==> config.mk <==
export PLATFORM = sky130hd
export DESIGN_NAME = serial_pll_divider_core
export DESIGN_NICKNAME = d
export VERILOG_FILES = /design/src/include/synth_core_pkg.sv /design/src/rtl/serial_pll_divider_core.sv
export SDC_FILE = /design/constraint.sdc
export NUM_CORES = 1
export LEC_CHECK = 0
export BUFFER_PORTS_ARGS = -buffer_cell sky130_fd_sc_hd__buf_2
export CORE_MARGIN = 2
export CORE_UTILIZATION = 50
export CTS_CLUSTER_SIZE = 28
export DETAILED_ROUTE_END_ITERATION = 8
export PLACE_DENSITY = 0.73
export SYNTH_ARGS = -nofsm -noshare
export SYNTH_HDL_FRONTEND = slang
export SYNTH_SLANG_ARGS = --single-unit
==> constraint.sdc <==
create_clock -name ref_clk -period 3.1 [get_ports ref_clk]
set_clock_uncertainty 0.05 [all_clocks]
set_input_delay 0.31 -clock ref_clk [delete_from_list [all_inputs] [get_ports ref_clk]]
set_output_delay 0.31 -clock ref_clk [all_outputs]
set_load 0.01 [all_outputs]
==> src/include/synth_core_pkg.sv <==
package synth_core_pkg;

    localparam int SHIFT_W = 19;
    localparam int REF_WORD_W = 16;
    localparam int REF_LATCH_W = 15;
    localparam int MAIN_LATCH_W = 18;
    localparam int REF_CNT_W = 14;
    localparam int SWALLOW_W = 7;
    localparam int MAIN_CNT_W = 11;

    // Word layout, bit 0 is the destination bit (last shifted in)
    localparam int DEST_POS = 0;
    localparam int REF_MOD_POS = 1;
    localparam int REF_CNT_LSB = 2;
    localparam int SWALLOW_LSB = 1;
    localparam int MAIN_CNT_LSB = 8;

    // Positions inside the latches (latch = word without destination bit)
    localparam int LATCH_MOD_POS = 0;
    localparam int LATCH_REF_LSB = 1;
    localparam int LATCH_SWALLOW_LSB = 0;
    localparam int LATCH_MAIN_LSB = 7;

    localparam logic [REF_LATCH_W-1:0] REF_LATCH_RESET = 15'h0000;
    localparam logic [MAIN_LATCH_W-1:0] MAIN_LATCH_RESET = 18'h00000;
    localparam logic [SHIFT_W-1:0] SHIFT_RESET = 19'h00000;

    typedef enum logic [2:0] {
        PFD_IDLE = 3'b001,
        PFD_UP = 3'b010,
        PFD_DOWN = 3'b100
    } pfd_state_t;

    typedef struct packed {
        logic out;
        logic oe;
    } tri_pin_t;

    typedef struct packed {
        logic [SHIFT_W-1:0] shift_reg;
        logic [REF_LATCH_W-1:0] ref_latch_reg;
        logic [MAIN_LATCH_W-1:0] main_latch_reg;
        logic sclk_prev_reg;
        logic osc_prev_reg;
        logic fin_prev_reg;
        logic [REF_CNT_W-1:0] ref_cnt_reg;
        logic [SWALLOW_W-1:0] swallow_cnt_reg;
        logic [MAIN_CNT_W-1:0] main_cnt_reg;
        logic modulus_reg;
        logic ref_tick_reg;
        logic div_tick_reg;
        pfd_state_t pfd_reg;
        logic monitor_reg;
        logic lock_reg;
        tri_pin_t pump_reg;
        tri_pin_t switched_reg;
        logic comp_ref_reg;
        tri_pin_t comp_div_reg;
    } core_state_t;

endpackage

==> src/rtl/serial_pll_divider_core.sv <==
`timescale 1ns/1ps
module serial_pll_divider_core (
    input wire logic ref_clk,
    input wire logic reset,
    input wire logic serial_data,
    input wire logic shift_clock,
    input wire logic load_strobe,
    input wire logic phase_sense_select,
    input wire logic osc_in,
    input wire logic prescaler_in,
    output logic modulus_select,
    output logic modulus_control,
    output logic reference_phase_input,
    output logic divider_phase_input,
    output synth_core_pkg::tri_pin_t charge_pump,
    output synth_core_pkg::tri_pin_t switched_pump_out,
    output logic comparator_ref_out,
    output synth_core_pkg::tri_pin_t comparator_div,
    output logic monitor_out,
    output logic lock_indicator
);
    import synth_core_pkg::*;

    core_state_t st_reg;
    core_state_t st_next;

    // Sampled pin edges
    logic sclk_rise;
    logic osc_rise;
    logic fin_rise;

    // Fields unpacked from the shifter (destination bit) and the latches
    logic dest_high;
    logic ref_modulus;
    logic [REF_CNT_W-1:0] ref_ratio;
    logic [SWALLOW_W-1:0] swallow_ratio;
    logic [MAIN_CNT_W-1:0] main_ratio;

    // Divider events
    logic ref_terminal;
    logic main_terminal;
    logic swallow_done;
    logic ref_tick;
    logic div_tick;

    // Comparator pin decode
    logic pump_level;
    logic pump_drive;
    logic ref_drive;
    logic div_sink;
    logic locked;

    always_comb begin
        st_next = st_reg;
        sclk_rise = 1'b0;
        osc_rise = 1'b0;
        fin_rise = 1'b0;
        dest_high = 1'b0;
        ref_modulus = 1'b0;
        ref_ratio = 14'h0000;
        swallow_ratio = 7'h00;
        main_ratio = 11'h000;
        ref_terminal = 1'b0;
        main_terminal = 1'b0;
        swallow_done = 1'b0;
        ref_tick = 1'b0;
        div_tick = 1'b0;
        pump_level = 1'b0;
        pump_drive = 1'b0;
        ref_drive = 1'b0;
        div_sink = 1'b0;
        locked = 1'b1;

        // Previous samples reset low, matching the idle level of the pins
        sclk_rise = shift_clock & ~st_reg.sclk_prev_reg;
        osc_rise = osc_in & ~st_reg.osc_prev_reg;
        fin_rise = prescaler_in & ~st_reg.fin_prev_reg;
        st_next.sclk_prev_reg = shift_clock;
        st_next.osc_prev_reg = osc_in;
        st_next.fin_prev_reg = prescaler_in;

        // MSB first into bit 0; the low 16 bits double as the reference word
        if (sclk_rise) begin
            st_next.shift_reg = {st_reg.shift_reg[SHIFT_W-2:0], serial_data};
        end

        // Level-sensitive transfer: the latch follows the shifter while strobe is high or open
        dest_high = st_reg.shift_reg[DEST_POS];
        if (load_strobe) begin
            if (dest_high) begin
                st_next.ref_latch_reg = st_reg.shift_reg[REF_WORD_W-1:1];
            end else begin
                st_next.main_latch_reg = st_reg.shift_reg[SHIFT_W-1:1];
            end
        end

        // Counters read only the settled latches, never the shifter
        ref_modulus = st_reg.ref_latch_reg[LATCH_MOD_POS];
        ref_ratio = st_reg.ref_latch_reg[LATCH_REF_LSB +: REF_CNT_W];
        swallow_ratio = st_reg.main_latch_reg[LATCH_SWALLOW_LSB +: SWALLOW_W];
        main_ratio = st_reg.main_latch_reg[LATCH_MAIN_LSB +: MAIN_CNT_W];

        // Reference divider; a zero latch behaves as terminal every edge
        ref_terminal = st_reg.ref_cnt_reg <= 14'h0001;
        if (osc_rise) begin
            if (ref_terminal) begin
                ref_tick = 1'b1;
                st_next.ref_cnt_reg = ref_ratio;
            end else begin
                st_next.ref_cnt_reg = st_reg.ref_cnt_reg - 14'h0001;
            end
        end
        st_next.ref_tick_reg = ref_tick;

        // Pulse swallow: high modulus for A prescaler periods, low for N-A
        swallow_done = st_reg.swallow_cnt_reg == 7'h00;
        main_terminal = st_reg.main_cnt_reg <= 11'h001;
        if (fin_rise) begin
            if (!swallow_done) begin
                st_next.swallow_cnt_reg = st_reg.swallow_cnt_reg - 7'h01;
            end
            if (main_terminal) begin
                div_tick = 1'b1;
                st_next.main_cnt_reg = main_ratio;
                st_next.swallow_cnt_reg = swallow_ratio;
                st_next.modulus_reg = ref_modulus;
            end else begin
                st_next.main_cnt_reg = st_reg.main_cnt_reg - 11'h001;
            end
        end
        st_next.div_tick_reg = div_tick;

        // Phase-frequency detector: UP means reference leads
        case (st_reg.pfd_reg)
            PFD_IDLE: begin
                if (ref_tick & ~div_tick) begin
                    st_next.pfd_reg = PFD_UP;
                end else if (div_tick & ~ref_tick) begin
                    st_next.pfd_reg = PFD_DOWN;
                end
            end
            PFD_UP: begin
                if (div_tick & ~ref_tick) begin
                    st_next.pfd_reg = PFD_IDLE;
                end
            end
            PFD_DOWN: begin
                if (ref_tick & ~div_tick) begin
                    st_next.pfd_reg = PFD_IDLE;
                end
            end
            default: begin
                st_next.pfd_reg = PFD_IDLE;
            end
        endcase

        // One row per detector state; the sense input swaps the two leading rows
        case (st_next.pfd_reg)
            PFD_UP: begin
                if (phase_sense_select) begin
                    pump_level = 1'b1;
                    pump_drive = 1'b1;
                    ref_drive = 1'b0;
                    div_sink = 1'b1;
                end else begin
                    pump_level = 1'b0;
                    pump_drive = 1'b1;
                    ref_drive = 1'b1;
                    div_sink = 1'b0;
                end
                locked = 1'b0;
            end
            PFD_DOWN: begin
                if (phase_sense_select) begin
                    pump_level = 1'b0;
                    pump_drive = 1'b1;
                    ref_drive = 1'b1;
                    div_sink = 1'b0;
                end else begin
                    pump_level = 1'b1;
                    pump_drive = 1'b1;
                    ref_drive = 1'b0;
                    div_sink = 1'b1;
                end
                locked = 1'b0;
            end
            default: begin
                pump_level = 1'b0;
                pump_drive = 1'b0;
                ref_drive = 1'b0;
                div_sink = 1'b0;
                locked = 1'b1;
            end
        endcase

        st_next.pump_reg.out = pump_level;
        st_next.pump_reg.oe = pump_drive;
        st_next.comp_ref_reg = ref_drive;
        // Open drain: the sink can only pull low or let go
        st_next.comp_div_reg.out = 1'b0;
        st_next.comp_div_reg.oe = div_sink;
        // Switch follows the strobe level, so an open strobe keeps it closed
        st_next.switched_reg.out = pump_level;
        st_next.switched_reg.oe = load_strobe & pump_drive;
        st_next.lock_reg = locked;
        if (phase_sense_select) begin
            st_next.monitor_reg = ref_tick;
        end else begin
            st_next.monitor_reg = div_tick;
        end
    end

    always_ff @(posedge ref_clk) begin
        if (reset) begin
            st_reg.shift_reg <= SHIFT_RESET;
            st_reg.ref_latch_reg <= REF_LATCH_RESET;
            st_reg.main_latch_reg <= MAIN_LATCH_RESET;
            st_reg.sclk_prev_reg <= 1'b0;
            st_reg.osc_prev_reg <= 1'b0;
            st_reg.fin_prev_reg <= 1'b0;
            st_reg.ref_cnt_reg <= 14'h0000;
            st_reg.swallow_cnt_reg <= 7'h00;
            st_reg.main_cnt_reg <= 11'h000;
            st_reg.modulus_reg <= 1'b0;
            st_reg.ref_tick_reg <= 1'b0;
            st_reg.div_tick_reg <= 1'b0;
            st_reg.pfd_reg <= PFD_IDLE;
            st_reg.monitor_reg <= 1'b0;
            st_reg.lock_reg <= 1'b1;
            st_reg.pump_reg <= '0;
            st_reg.switched_reg <= '0;
            st_reg.comp_ref_reg <= 1'b0;
            st_reg.comp_div_reg <= '0;
        end else begin
            st_reg <= st_next;
        end
    end

    // Prescaler sees ratio only via these; modulus_control high asks for P+1
    assign modulus_select = st_reg.modulus_reg;
    assign modulus_control = st_reg.swallow_cnt_reg != 7'h00;
    assign reference_phase_input = st_reg.ref_tick_reg;
    assign divider_phase_input = st_reg.div_tick_reg;
    assign charge_pump = st_reg.pump_reg;
    assign switched_pump_out = st_reg.switched_reg;
    assign comparator_ref_out = st_reg.comp_ref_reg;
    assign comparator_div = st_reg.comp_div_reg;
    assign monitor_out = st_reg.monitor_reg;
    assign lock_indicator = st_reg.lock_reg;

endmodule

# [Word level (Yosys, flattened, before mapping)]
# Cells that the tools add are included.
[word_totals] inputBits=8 reg_bits=100 word_cells=70 out_inout_bits=13
[classes] add_sub_neg=3 bitwise=12 n_reduce_logical=7 muxes=20 eq_ne=6 magnitude_cmp=2
[op_table] op="less-or-equal comparator 14 x 1 -> 1 bit, second input constant" n=1
[op_table] op="2-to-1 mux 14 bit" n=1
[op_table] op="2-to-1 mux 7 bit" n=2
[op_table] op="subtractor 14 x 1 -> 14 bit, second input constant" n=1
[op_table] op="2-to-1 mux 3 bit" n=4
[op_table] op="less-or-equal comparator 11 x 1 -> 1 bit, second input constant" n=1
[op_table] op="2-to-1 mux 11 bit" n=1
[op_table] op="subtractor 11 x 1 -> 11 bit, second input constant" n=1
[op_table] op="2-to-1 mux 1 bit" n=9
[op_table] op="one-hot mux 3 bit (3 select lines)" n=1
[op_table] op="AND reduction 2 bit" n=4
[op_table] op="logical NOT 7 bit" n=1
[op_table] op="nonzero test 7 bit" n=1
[op_table] op="subtractor 7 x 1 -> 7 bit, second input constant" n=1
[op_table] op="bitwise AND 1 bit" n=6
[op_table] op="equality test 3 x 2 -> 1 bit, second input constant" n=2
[op_table] op="equality test 3 bit, second input constant" n=2
[op_table] op="NOT 1 bit" n=6
[op_table] op="one-hot mux 1 bit (2 select lines)" n=2
[op_table] op="equality test 3 x 1 -> 1 bit, second input constant" n=1
[op_table] op="!= test 2 bit, second input constant" n=1
[op_table] op="OR reduction 2 bit" n=1

# [Logic depth before layout (Yosys ltp)]
[depth] word_depth=12 depth_mapped=9

# [Worst setup path before layout]
# Ideal clock, no wire load.
[synth_path] path_kind="reg2reg" from="register st_reg[33] in the netlist's numbering" to="register st_reg, in the netlist switched_pump_out[0]" setup_slack_ns=0.823 n_path_buf=2 period_less_slack_ns=2.277 t_arrival_ns=2.139 path_stages_with_launch=10 cell_sequence="dfxtp_1 > clkbuf_1 > inv_1 > ha_1 > or2_2 > and3_1 > buf_2 > a21o_1 > a211o_1 > a311oi_2"
[synth_via] elab_chain_cells=12
[synth_lines] element="start: declaration" line="serial_pll_divider_core.sv:24" source="core_state_t st_reg;"
[synth_lines] element="start signal: assignment" line="serial_pll_divider_core.sv:235" source="st_reg <= st_next;"
[synth_lines] element="less-or-equal comparator 14 x 1 -> 1 bit *" line="serial_pll_divider_core.sv:104" source="ref_terminal = st_reg.ref_cnt_reg <= 14'h0001;"
[synth_lines] element="2-to-1 mux 1 bit *" line="serial_pll_divider_core.sv:106" source="if (ref_terminal) begin"
[synth_lines] element="2-to-1 mux 1 bit *" line="serial_pll_divider_core.sv:105" source="if (osc_rise) begin"
[synth_lines] element="NOT 1 bit" line="serial_pll_divider_core.sv:138, serial_pll_divider_core.sv:143"
[synth_lines] element="bitwise AND 1 bit" line="serial_pll_divider_core.sv:138, serial_pll_divider_core.sv:143"
[synth_lines] element="2-to-1 mux 3 bit" line="serial_pll_divider_core.sv:138" source="end else if (div_tick & ~ref_tick) begin"
[synth_lines] element="2-to-1 mux 3 bit" line="serial_pll_divider_core.sv:136" source="if (ref_tick & ~div_tick) begin"
[synth_lines] element="one-hot mux 3 bit (3 select lines) *" line="serial_pll_divider_core.sv:134" source="case (st_reg.pfd_reg)"
[synth_lines] element="equality test 3 bit / equality test 3 x 2 -> 1 bit (equally long branches)" line="serial_pll_divider_core.sv:158" source="case (st_next.pfd_reg)"
[synth_lines] element="OR reduction 2 bit (no source line) *"
[synth_lines] element="2-to-1 mux 1 bit *"
[synth_lines] element="bitwise AND 1 bit *" line="serial_pll_divider_core.sv:204" source="st_next.switched_reg.oe = load_strobe & pump_drive;"
# Every way passes the cells marked *; elsewhere a longest branch is shown, timed or not.
# A chain may end at the register's enable or synchronous reset.

# [Worst setup path in the final report]
# Ends and elaborated chain as after synthesis.

==> results_dict.tcl <==
set metrics [dict create \
    status "finished, final reports clean" \
    numCtsBuffers 9 \
    synth_fp_nets 571 \
    cts_setup_buffers 0 \
    wl_per_cell_um 14.5 \
    synthSimpleGateAreaFrac 0.260 \
    synth_top_family_by_area "simple AND/OR/NAND/NOR gates" \
    cts.repair.resized 0 \
    grt_use_total 0.207 \
    drc_errors 0 \
    regToRegSetupSlack_ns 0.57 \
    min_path_type "in -> reg" \
    area_growth_pct 6.45 \
    synth_adder_area_share 0.0140 \
    synth-edff-count 0 \
    dieArea_mm2 0.00974 \
    clkPwrFrac 0.186 \
    slew_headroom 0.488 \
    ant_nets 0 \
    grtUsageMet3 0.0362 \
    grt-ovfl-total 0 \
    synthXorXnorAreaFrac 0.00391 \
    grt_pass1_vias 3530 \
    die_y_um 98.7 \
    synthCells 558 \
    cts_hold_buf 0 \
    synth_area_leaders "dfxtp_1 (44%), nand2_1 (11%), a21oi_1 (8.7%), o21ai_0 (3.2%), clkbuf_1 (2.2%)" \
    worstHoldPathCells 2 \
    layout_common_cells "nand2_1 (134), dfxtp_1 (99), a21oi_1 (78)" \
    globalRoute.busiestLayer "met2" \
    worst_pin_slew_ns 0.767 \
    drv_slew 0 \
    rsz0062_at_grt "false" \
    htreeDepth 3 \
    clock-sinks 99 \
    p_comb_frac 0.462 \
    port_buffers 19 \
    switchingPower_mw 2.08 \
    r2r-start "st_reg[33]$_SDFFE_PP0P_" \
    seq_power_share 0.352 \
    p_leak_nw 1.68 \
    antennaDiodeCount 0 \
    vias_per_cell 5.80 \
    met2_usage 0.329 \
    synth-warning-count 0 \
    clk_pin_slew_worst_paths_ns 0.10 \
    layout_min_cycle_time_ns 2.53 \
    period_share 0.815 \
    crit_arrival_ns 2.76 \
    required_ns 3.33 \
    switching_share 0.415 \
    initial_core_util 0.514 \
    synth_top_cell_by_area "dfxtp_1" \
    place_congestion 0.808 \
    clk_latency_ns 0.37 \
    max_freq_mhz 396 \
    maxCapViolations 0 \
    synth.distinct_cells 61 \
    p_total_mw 5.01 \
    grt_max_degree 74 \
    pin_count 21 \
    tns_ns 0 \
    cts_root_buffer "clkbuf_8" \
    global_route.usage.met1 0.283 \
    syn-mean-instance-area_um2 8.04 \
    timing.rr.end "switched_pump_out[0]$_SDFF_PP0_" \
    grt_pass1_wl_mm 16.6 \
    clk_path_buf_depth 2 \
    r2r_cells 7 \
    postRouteWirelength_mm 9.59 \
    post-dp-hpwl_mm 6.36 \
    nets 562 \
    async_flop_share 0 \
    cts_tree "done" \
    startpoint_type "flip-flop" \
    crit_path_max_fanout 11 \
    largest_register_ffs 63 \
    die_x_um 98.7 \
    first_pass_iters 4 \
    final_common_cell "nand2_1" \
    setup_viol 0 \
    vias 3838 \
    criticalPathCategory "reg -> reg" \
    core_mm2 0.00872 \
    min_to "st_reg[48]$_SDFF_PP0_" \
    placementRows 34 \
    synth-compound-area-share 0.218 \
    hold_violations 0 \
    drive_gt1_frac 0.108 \
    synth_top_flop_cell "dfxtp_1" \
    worstHoldStart "osc_in" \
    endpoint_kind "flip-flop" \
    power.density_mw_per_mm2 1050 \
    ys_seq_elements 99 \
    antenna_found_initial 0 \
    n_fill_cell 793 \
    cp-startpoint "st_reg[33]$_SDFFE_PP0P_" \
    syn_area_mm2 0.00448 \
    worst_ir_drop_vdd_mv 0.364 \
    synth_mux_area_frac 0.00251 \
    intPower_mw 2.93 \
    ys_seq_area_frac 0.442 \
    first_iter_violations 226 \
    synth_top_area_frac 0.442 \
]
==> cells in the mapped netlist (4+ instances only) <==
library cell	instances
nand3_1	10
a211oi_1	12
clkbuf_1	26
a21o_1	11
nand2b_1	6
inv_1	13
a31oi_1	4
nand4b_1	4
nor4_1	5
a21oi_1	78
ha_1	5
nand2_1	134
nor2b_1	7
buf_2	5
and2_1	7
buf_4	8
nor3_1	7
nor2_1	20
dfxtp_1	99
nand3b_1	4
o21ai_0	29
==> per-layer routing <==
| metal | routed length, µm | up-vias |
|---|---|---|
| met5 | 0 | - |
| met4 | 153 | 0 |
| met3 | 397 | 12 |
| met2 | 4430 | 78 |
| met1 | 4620 | 1815 |
| li1 | - | 1933 |
==> worst max path at each step <==
stage                                           end  slack, ns  cells past startpoint
floorplan           switched_pump_out[0]$_SDFF_PP0_       0.82                      9
detailed placement  switched_pump_out[0]$_SDFF_PP0_       0.64                      7
global placement    switched_pump_out[0]$_SDFF_PP0_       0.76                      7
CTS                 switched_pump_out[0]$_SDFF_PP0_       0.60                      7
finish              switched_pump_out[0]$_SDFF_PP0_       0.57                      7
global route          comparator_ref_out$_SDFF_PP0_       0.41                      7
==> cell families after synthesis <==
kind of cell	after synthesis
AND/OR/NAND/NOR	231
XOR/XNOR	2
flip-flops	99
multiplexers	1
adder cells (fa/ha/maj)	5
other	1
AO/OA/AOI/OAI	162
buffers and inverters	57
==> metrics by stage <==
stage | utilization | std cells | setup WS [ns] | area (µm²) | hold slack [ns]
2_1_floorplan | - | 558 | 0.823 | 4480 | 0.374
3_3_place_gp | 0.522 | 646 | 0.757 | 4550 | 0.387
3_5_place_dp | 0.522 | 646 | 0.642 | 4550 | 0.394
4_1_cts | 0.547 | 662 | 0.605 | 4770 | 0.123
5_1_grt | 0.547 | 662 | 0.409 | 4770 | 0.124
6_report | 0.547 | 662 | 0.574 | 4770 | 0.127
==> cell type report <==
type | count | area, µm² | share of cell area
multi-input combinational | 402 | 2240 | 0.469
sequential | 99 | 1980 | 0.415
timing repair buffer | 24 | 145 | 0.0304
clock buffer | 10 | 138 | 0.0288
tap | 108 | 135 | 0.0283
clock inverter | 6 | 87.6 | 0.0183
inverter | 13 | 48.8 | 0.0102
==> worst max-delay path, cell delays in order, from the launching register on <==
cell	delay [ns]
dfxtp_1	0.52
inv_1	0.10
ha_1	0.35
or2_2	0.37
and3_1	0.23
a21o_1	0.22
a211o_1	0.32
a311oi_2	0.27
==> power groups by stage <==
stage	Sequential [mW]	Combinational (mW)	Clock, mW
3_3_place_gp	1.77	2.21	0
2_1_floorplan	1.72	2.00	0
3_5_place_dp	1.78	2.30	0
4_1_cts	1.75	2.31	0.937
6_report	1.76	2.32	0.930
5_1_grt	1.79	2.61	1.00
Note: power is estimated with default switching activity, not from simulation.
